<file path="src/verilog/ssp_pkg.sv">
package ssp_pkg;
    localparam int          CLK_HZ         = 100_000_000;
    localparam int          WC_TIME_US     = 5000;
    localparam int          WC_CYCLES      = WC_TIME_US * (CLK_HZ / 1_000_000);
    localparam int          ADDR_W         = 15;
    localparam logic [3:0]  OP_UPPER_ZERO  = 4'h0;
    localparam logic [2:0]  OP_SET_LATCH   = 3'h6;
    localparam logic [2:0]  OP_CLEAR_LATCH = 3'h4;
    localparam logic [2:0]  OP_READ_STATUS = 3'h5;
    localparam logic [2:0]  OP_WRITE_STAT  = 3'h1;
    localparam logic [2:0]  OP_READ_ARRAY  = 3'h3;
    localparam logic [2:0]  OP_WRITE_ARRAY = 3'h2;
    localparam int          ST_GUARD_EN    = 7;
    localparam int          ST_LVL_HI      = 3;
    localparam int          ST_LVL_LO      = 2;
    localparam int          ST_LATCH       = 1;
    localparam int          ST_BUSY        = 0;
    localparam logic [2:0]  RESERVED_BUSY  = 3'h7;
    localparam logic [2:0]  RESERVED_IDLE  = 3'h0;
    localparam logic [1:0]  LVL_NONE       = 2'h0;
    localparam logic [1:0]  LVL_QUARTER    = 2'h1;
    localparam logic [1:0]  LVL_HALF       = 2'h2;
    localparam logic [1:0]  NV_RESET       = 2'h0;

    typedef enum logic [2:0] {
        SSP_IDLE   = 3'b000,
        SSP_OPCODE = 3'b001,
        SSP_RDSTAT = 3'b010,
        SSP_WRSTAT = 3'b011,
        SSP_ARRAY  = 3'b100,
        SSP_IGNORE = 3'b101
    } ssp_phase_t;

    typedef struct packed {
        logic              write_latch;
        logic              guard_pin_enable;
        logic [1:0]        block_level;
    } ssp_status_t;

    typedef struct packed {
        logic              write_req;
        logic [ADDR_W-1:0] addr;
    } ssp_array_req_t;
endpackage : ssp_pkg

</file>
<file path="src/verilog/ssp_core.sv">
// Operation
// guard pin high: only latch and levels decide
// guard low, enable set: refuse status writes
// guard fall aborts status write before cycle
// enable clear: guard pin ignored
// falling select starts command, msb first
// upper nibble zero, bit3 ignored, low decode
// status layout enable, reserved, level, latch, busy
// reserved bits ones only while busy
// busy flag high during internal cycle
// read status shifts value after opcode
// latch required before any write command
// set latch on select rise after opcode
// latch clear at power up
// clear latch opcode ignores guard pin
// status write changes bits 7,3,2 only
// enable and level bits held nonvolatile
// valid status write starts timed cycle
// during cycle only read status accepted
// cycle end clears latch
// level maps none, quarter, half, all
// enable clear: array by level, status by latch
// hardware guard blocks status and protected array; code blocks all array writes while guarded
// unknown opcode: ignore until next select
// write without latch discarded silently
module ssp_core
    import ssp_pkg::*;
#(
    parameter int          WC_COUNT = WC_CYCLES,
    parameter int          AW       = ADDR_W
) (
    input  wire logic                 i_ref_clk,
    input  wire logic                 i_resetn,
    input  wire logic                 i_cs_n,
    input  wire logic                 i_sck,
    input  wire logic                 i_si,
    input  wire logic                 i_guard_n,
    input  wire logic [1:0]           i_nv_bits_level,
    input  wire logic                 i_nv_bits_enable,
    output      logic                 o_so,
    output      logic                 o_so_oe,
    output      ssp_pkg::ssp_status_t o_status,
    output      logic                 o_busy,
    output      ssp_pkg::ssp_array_req_t o_array_req,
    output      logic                 o_array_allowed
);
    import ssp_pkg::*;

    typedef struct packed {
        logic [1:0]  cs_s;
        logic [1:0]  sck_s;
        logic [1:0]  si_s;
        logic [1:0]  gd_s;
        logic        cs_d;
        logic        sck_d;
        logic        gd_d;
        logic        loaded;
        ssp_phase_t  phase;
        logic [4:0]  bitcnt;
        logic [7:0]  shreg;
        logic [15:0] addr;
        logic [7:0]  data;
        logic [7:0]  txreg;
        logic        so;
        logic        so_oe;
        logic        pend_set;
        logic        pend_clr;
        logic        pend_wrs;
        logic        pend_arr;
        logic [7:0]  wrs_byte;
        ssp_status_t stat;
        logic        busy;
        logic [31:0] wc_cnt;
        ssp_array_req_t areq;
        logic        allowed;
    } ssp_state_t;

    ssp_state_t st;
    ssp_state_t next_st;

    logic        cs_low;
    logic        cs_fall;
    logic        cs_rise;
    logic        sck_rise;
    logic        sck_fall;
    logic        guard_low;
    logic        hw_guard;
    logic [7:0]  status_byte;
    logic [7:0]  next_shift;
    logic [AW-1:0] top_addr;
    logic        in_protect;

    function automatic logic addr_protected(input logic [1:0] lvl, input logic [AW-1:0] a);
        logic p;
        p = 1'b0;
        case (lvl)
            LVL_NONE:    p = 1'b0;
            LVL_QUARTER: p = (a[AW-1:AW-2] == 2'h3);
            LVL_HALF:    p = a[AW-1];
            default:     p = 1'b1;
        endcase
        return p;
    endfunction : addr_protected

    always_comb begin
        cs_low      = ~st.cs_s[1];
        cs_fall     = st.cs_d & ~st.cs_s[1];
        cs_rise     = ~st.cs_d & st.cs_s[1];
        sck_rise    = ~st.sck_d & st.sck_s[1];
        sck_fall    = st.sck_d & ~st.sck_s[1];
        guard_low   = ~st.gd_s[1];
        hw_guard    = guard_low & st.stat.guard_pin_enable;
        status_byte = {st.stat.guard_pin_enable,
                       st.busy ? RESERVED_BUSY : RESERVED_IDLE,
                       st.stat.block_level,
                       st.stat.write_latch,
                       st.busy};
        next_shift  = {st.shreg[6:0], st.si_s[1]};
        top_addr    = st.addr[AW-1:0];
        in_protect  = addr_protected(st.stat.block_level, top_addr);
    end

    always_comb begin
        next_st          = st;
        next_st.cs_s     = {st.cs_s[0], i_cs_n};
        next_st.sck_s    = {st.sck_s[0], i_sck};
        next_st.si_s     = {st.si_s[0], i_si};
        next_st.gd_s     = {st.gd_s[0], i_guard_n};
        next_st.cs_d     = st.cs_s[1];
        next_st.sck_d    = st.sck_s[1];
        next_st.gd_d     = st.gd_s[1];
        next_st.areq.write_req = 1'b0;
        next_st.allowed  = ~in_protect & ~hw_guard;

        if (!st.loaded) begin
            next_st.loaded                = 1'b1;
            next_st.stat.block_level      = i_nv_bits_level;
            next_st.stat.guard_pin_enable = i_nv_bits_enable;
        end

        if (st.busy) begin
            if (st.wc_cnt >= 32'(WC_COUNT - 1)) begin
                next_st.busy             = 1'b0;
                next_st.stat.write_latch = 1'b0;
                if (st.pend_wrs) begin
                    next_st.stat.guard_pin_enable = st.wrs_byte[ST_GUARD_EN];
                    next_st.stat.block_level      = st.wrs_byte[ST_LVL_HI:ST_LVL_LO];
                end
                next_st.pend_wrs = 1'b0;
            end else begin
                next_st.wc_cnt = st.wc_cnt + 32'h1;
            end
        end

        if (cs_fall) begin
            next_st.phase    = SSP_OPCODE;
            next_st.bitcnt   = 5'h0;
            next_st.pend_set = 1'b0;
            next_st.pend_clr = 1'b0;
            next_st.pend_arr = 1'b0;
            if (!st.busy) begin
                next_st.pend_wrs = 1'b0;
            end
        end else if (cs_rise) begin
            next_st.phase = SSP_IDLE;
            next_st.so_oe = 1'b0;
            if (st.pend_set) begin
                next_st.stat.write_latch = 1'b1;
            end
            if (st.pend_clr) begin
                next_st.stat.write_latch = 1'b0;
            end
            if (st.pend_wrs && !st.busy) begin
                next_st.busy   = 1'b1;
                next_st.wc_cnt = 32'h0;
            end
            if (st.pend_arr && !st.busy) begin
                next_st.areq.write_req = 1'b1;
                next_st.areq.addr      = top_addr;
            end
        end else if (cs_low) begin
            if (st.phase == SSP_WRSTAT && st.gd_d && guard_low && st.stat.guard_pin_enable) begin
                next_st.phase    = SSP_IGNORE;
                next_st.pend_wrs = 1'b0;
            end
            if (sck_rise && next_st.phase != SSP_IGNORE && st.phase != SSP_IDLE) begin
                next_st.shreg  = next_shift;
                next_st.bitcnt = st.bitcnt + 5'h1;
                case (st.phase)
                    SSP_OPCODE: begin
                        if (st.bitcnt == 5'h7) begin
                            next_st.bitcnt = 5'h0;
                            if (next_shift[7:4] != OP_UPPER_ZERO) begin
                                next_st.phase = SSP_IGNORE;
                            end else if (next_shift[2:0] == OP_READ_STATUS) begin
                                next_st.phase = SSP_RDSTAT;
                                next_st.txreg = status_byte;
                            end else if (st.busy) begin
                                next_st.phase = SSP_IGNORE;
                            end else begin
                                case (next_shift[2:0])
                                    OP_SET_LATCH: begin
                                        next_st.pend_set = 1'b1;
                                        next_st.phase    = SSP_IGNORE;
                                    end
                                    OP_CLEAR_LATCH: begin
                                        next_st.pend_clr = 1'b1;
                                        next_st.phase    = SSP_IGNORE;
                                    end
                                    OP_WRITE_STAT: begin
                                        next_st.phase = (st.stat.write_latch && !hw_guard)
                                                        ? SSP_WRSTAT : SSP_IGNORE;
                                    end
                                    OP_WRITE_ARRAY: begin
                                        next_st.phase = st.stat.write_latch
                                                        ? SSP_ARRAY : SSP_IGNORE;
                                    end
                                    default: next_st.phase = SSP_IGNORE;
                                endcase
                            end
                        end
                    end
                    SSP_WRSTAT: begin
                        if (st.bitcnt == 5'h7) begin
                            next_st.wrs_byte = next_shift;
                            next_st.pend_wrs = 1'b1;
                        end else if (st.bitcnt > 5'h7) begin
                            next_st.pend_wrs = 1'b0;
                            next_st.phase    = SSP_IGNORE;
                        end
                    end
                    SSP_ARRAY: begin
                        if (st.bitcnt < 5'h10) begin
                            next_st.addr = {st.addr[14:0], st.si_s[1]};
                        end else begin
                            next_st.data = next_shift;
                            if (st.bitcnt == 5'h17) begin
                                next_st.bitcnt   = 5'h10;
                                next_st.pend_arr = ~in_protect & ~hw_guard;
                            end
                        end
                    end
                    default: next_st.bitcnt = st.bitcnt;
                endcase
            end
            if (sck_fall && st.phase == SSP_RDSTAT) begin
                next_st.so_oe = 1'b1;
                next_st.so    = st.txreg[7];
                next_st.txreg = {st.txreg[6:0], st.txreg[7]};
            end
        end
    end

    always_ff @(posedge i_ref_clk or negedge i_resetn) begin
        if (!i_resetn) begin
            st                  <= '0;
            st.cs_s             <= 2'h3;
            st.cs_d             <= 1'b1;
            st.gd_s             <= 2'h3;
            st.gd_d             <= 1'b1;
            st.phase            <= SSP_IDLE;
            st.stat.block_level <= NV_RESET;
            st.stat.write_latch <= 1'b0;
        end else begin
            st <= next_st;
        end
    end

    assign o_so            = st.so;
    assign o_so_oe         = st.so_oe;
    assign o_status        = st.stat;
    assign o_busy          = st.busy;
    assign o_array_req     = st.areq;
    assign o_array_allowed = st.allowed;
endmodule : ssp_core

</file>
<file path="config.mk">
export PLATFORM = sky130hd
export DESIGN_NAME = ssp_core
export DESIGN_NICKNAME = d
export VERILOG_FILES = /design/src/verilog/ssp_pkg.sv /design/src/verilog/ssp_core.sv
export SDC_FILE = /design/constraint.sdc
export NUM_CORES = 1
export LEC_CHECK = 0
export ABC_AREA = 1
export BUFFER_PORTS_ARGS = -buffer_cell sky130_fd_sc_hd__buf_2
export CAP_MARGIN = 20
export CORE_AREA = 2 2 150 116
export CTS_CLUSTER_SIZE = 40
export DETAILED_ROUTE_END_ITERATION = 16
export DIE_AREA = 0 0 152 118
export PLACE_DENSITY = 0.49
export REMOVE_ABC_BUFFERS = 1
export SLEW_MARGIN = 20
export SYNTH_ARGS = -nofsm -noshare
export SYNTH_HDL_FRONTEND = slang
export SYNTH_SLANG_ARGS = --single-unit
</file>
<file path="constraint.sdc">
create_clock -name i_ref_clk -period 4.2 [get_ports i_ref_clk]
set_input_delay 0.84 -clock i_ref_clk [delete_from_list [all_inputs] [get_ports i_ref_clk]]
set_output_delay 0.84 -clock i_ref_clk [all_outputs]
set_load 0.05 [all_outputs]
</file>
Word-level counts from Yosys, hierarchy flattened
Index checks and enable logic that the tools add are counted.
Storage, ports and cells
  input port bits: 9
  word-level logic and storage cells: 186
  register bits after elaboration: 128
Operators by class
  add/sub/neg operators: 2
  equality and inequality tests: 24
  muxes and demuxes: 73
  bitwise operators: 16
  reduce and logical (&&, ||, !) cells: 39
  $lt $le $gt $ge: 3
Operators with widths (count)
  $mux 8: 14
  $mux 49: 2
  $mux 62: 1
  $mux 48: 1
  $mux 46: 1
  $mux 3: 14
  $mux 37: 1
  $mux 33: 1
  $add 32x1->32 const B: 1
  $ge 32x19->1 const B: 1
  $mux 16: 2
  $mux 32: 1
  $mux 12: 2
  $mux 24: 1
  $reduce_and 6->1: 4
  $reduce_bool 2->1: 12
  $mux 1: 18
  $reduce_and 9->1: 2
  $mux 5: 3
  $pmux 5 s3: 1
  $eq 3x3->1 const B: 4
  $pmux 3 s2: 2
  $reduce_and 4->1: 3
  $mux 10: 1
  other kinds (25): 64

Logic depth before layout (Yosys ltp)
  depth after elaboration: 21
  gate-level depth with buffers: 15
  mapped depth without buffers: 14

Worst setup path before layout
OpenSTA, ideal clock, no wires.
  path kind: register to register
  start: register st[108] (netlist name)
  end: register st[72] (netlist name)
  data required time: 4087 ps
  setup slack: 2395 ps
  period minus slack after synthesis: 1805 ps
  path buffers: 0
  data arrival time: 1692 ps
  cell stages (with the launch flop): 13
  library setup time: 113 ps
  path through: dfrtp_1 ha_1 nand2_1 nor2_2 nand2_1 nor2_1 inv_1 nor4_4 nand3_4 nand2_2 nand2_1 nand2_1 inv_1
On the way
  word-level cells in the longest chain between the ends: 3
RTL lines
  from (decl): RTL line ssp_core.sv:78  | ssp_state_t st;
  from (signal assigned): RTL line ssp_core.sv:265  | st <= next_st;
  $eq 5x3->1: RTL line ssp_core.sv:191  | if (st.bitcnt == 5'h7) begin
  $reduce_bool 2->1 (no source line)
  $reduce_and 8->1 (no source line)
Every way passes these cells.
A chain may end at the register's enable or synchronous reset.

==> flow_summary.toml <==
[outcome]
status = "finished clean"

[finish]
drive_above_1_share_pct = 16.4
utilization_pct = 39.3
stdcell_area_um2 = 6470
area_growth_pct = 14.5
diodes = 0
fill_cells = 1671
instances_no_fill = 940
nets = 727

[placed_design]
dpl-instance-area_um2 = 5870
place_hpwl_mm = 8.65
io_buffers = 32
globalplace.congestion = 0.871
placed_cells = 908

[worst_setup_path]
critPathMaxStageDelay_ns = 0.56
cp_common_cell = "inv_1"
worst_path_max_delay_cell = "dfstp_2"
reg2reg_from = "st[119]"
regToRegEndpoint = "st[26]"
endpoint_kind = "flip-flop"
setup.worst_path.start_class = "flip-flop"
rrSetupSlack_ns = 1.66
path_max_fanout = 19
cp_top_family = "buffers and inverters"
critical_path_class = "flip-flop to flip-flop"
path_cells = "inv_1 -> ha_1 -> inv_1 -> nor2_1 -> nand2_1 -> clkinv_1 -> a21oi_1 -> o21a_1"
critPathRequiredTime_ns = 4.55
reg2regPathDepth = 8
arrival_ns = 2.89
critPathBufInv = 3

[logic_synthesis]
syn_area_um2 = 5650
ys_seq_area_share_pct = 50.2
ys_ff_latch = 113
ys_warn_count = 0
ys_types = 38
synth_top_area_share_pct = 47.4
ys_async_sr_fraction_pct = 100
synth_top_cell_by_area = "dfrtp_1"
syn_inst = 694
synth_flop_cell = "dfrtp_1"
synth_edf_count = 0
synth_area_leaders = "dfrtp_1 47%, nand2_1 10%, inv_1 7.3%, o21ai_0 5.2%, nor2_1 4.7%"
avgSynthCellArea_um2 = 8.14

[floorplanning]
die_w_um = 152
die-area_um2 = 17900
io_pins = 33
start_util_pct = 34.3
die_h_um = 118
num_rows = 41
fp.coreArea_um2 = 16500

[global_routing]
grt_max_degree = 114
grt_overflow_total = 0
track_usage_pct = 14.8
first_global_vias = 4158
antenna_found_initial = 0
grt_pass1_wl_mm = 21.2

[sta]
timing.slew.headroom_pct = 57.4
hold_viol = 0
tightest_slew_ns = 0.639
drv_slew = 0
finalSetupViolCount = 0
max_freq_ghz = 0.394
tns_ns = 0
worst_hold_slack_ns = 0.351
min_period_ns = 2.54
fin_skew_ns = 0.00832
rsz0062_at_grt = "no"
fin_crit_sh_pct = 60.5

[clock_network]
postCtsSetupBuffers = 0
clk_pin_slew_ns = 0.05
cts_resized = 0
cts_sinks = 113
h-tree-depth = 4
clk_latency_ns = 0.41
numCtsBuffers = 17
cts_tree = "done"
cts_buffer_depth = 2
cts_root_buf = "clkbuf_16"
hold_buffers = 0

[hold_path]
holdPathEnd = "next_st[118]"
hp-start = "next_st[125]"
hold_depth = 0
hold_path.class = "flip-flop to flip-flop"

[power]
ir_drop_mv = 0.283
p_per_area_nw_per_um2 = 425
cellLeakagePower_nw = 3.18

[routing]
drt_iter0_markers = 359
drc = 0
drt_wl_total_mm = 12.4
ant_nets = 0
via_count = 4303
via_per_inst = 4.58
wl_per_cell_um = 13.2
first_pass_iters = 5

[run]
maxCapViolations = 0
-- cells by family after synthesis --
logic type	synth area share, %
and+or+nand+nor	24.8
DFF	50.2
other	0.0664
buffers and inverters	11.8
AOI/OAI and AO/OA	11.0
adders and majority gates	1.33
xor gates and xnor gates	0.775
-- worst reg2reg max path, delay by kind of cell, from the launching register on --
family          cells  cell delay, ns
fa+ha+maj           1            0.26
flops               1            0.56
simple gates        2            0.47
buf+inv             3            0.78
compound gates      2            0.41
-- cell usage after synthesis (2+ instances only) --
| library cell | n |
|---|---|
| nand4_1 | 11 |
| nand3b_1 | 4 |
| buf_6 | 3 |
| o311ai_0 | 2 |
| inv_2 | 2 |
| a21oi_1 | 21 |
| buf_2 | 4 |
| xor2_1 | 5 |
| nand2_2 | 18 |
| ha_1 | 6 |
| dfrtp_1 | 107 |
| buf_4 | 20 |
| nor3_1 | 11 |
| o31ai_1 | 3 |
| nand2_1 | 154 |
| clkbuf_1 | 7 |
| nor2_2 | 3 |
| nor2_1 | 71 |
| a31oi_1 | 3 |
| inv_1 | 110 |
| o21ai_2 | 15 |
| o21ai_0 | 59 |
| nand3_1 | 33 |
| nand2_4 | 2 |
| dfstp_2 | 6 |
| nand3_2 | 2 |
-- power by group --
part / total, W / internal [W] / switching, W
sequential: 0.00115 / 0.00112 / 0.0000279
clock: 0.00143 / 0.000904 / 0.000525
combinational: 0.000170 / 0.0000432 / 0.000126
-- cells in the final DEF, fill, tap and decap left out, types with 17 or more instances in the layout --
master,Yosys,final
inv_1,110,110
nand2_1,154,154
nor2_1,71,71
buf_2,4,31
a21oi_1,21,21
clkbuf_16,0,17
nand3_1,33,32
o21ai_0,59,59
dfrtp_1,107,107
nand2_2,18,18
-- worst max-delay path by stage --
stage,start,end,depth (start not counted)
3_5_place_dp,next_st[119],st[26],7
6_report,st[119],st[26],8
5_1_grt,next_st[119],st[26],7
3_3_place_gp,next_st[119],st[26],7
4_1_cts,next_st[119],st[26],7
2_1_floorplan,o_status[2],st[84],11
-- state kept, by name (all words and copies together), names as in the netlist --
signal           count
next_shift           8
next_st              7
o_array_allowed      1
o_array_req         16
o_busy               1
o_so                 1
o_so_oe              1
o_status             4
st                  74
-- metrics by stage --
stage / setup WS, ns / power, W
after floorplan: 1.64 / 0.00127
after global placement: 1.69 / 0.00134
after detailed placement: 1.69 / 0.00134
after CTS: 1.64 / 0.00279
after global routing: 1.32 / 0.00287
final: 1.66 / 0.00275
-- final cells by class --
type / count / area [µm²] / area share [%]
Tap cell: 215 / 269 / 4.16
Clock buffer: 20 / 457 / 7.06
Inverter: 114 / 433 / 6.70
Timing Repair Buffer: 34 / 190 / 2.94
Clock inverter: 12 / 131 / 2.03
Multi-Input combinational cell: 432 / 2150 / 33.3
Sequential cell: 113 / 2840 / 43.8
-- per-layer routing --
| layer | global-route usage (%) | share of wire (%) | vias up |
|---|---|---|---|
| li1 | - | - | 2201 |
| met1 | 22.5 | 54 | 2016 |
| met2 | 20.0 | 41 | 74 |
| met3 | 4.05 | 3.8 | 12 |
| met4 | 5.14 | 1.2 | 0 |
| met5 | 0 | 0 | - |
Power figures use the tool's default switching activity.
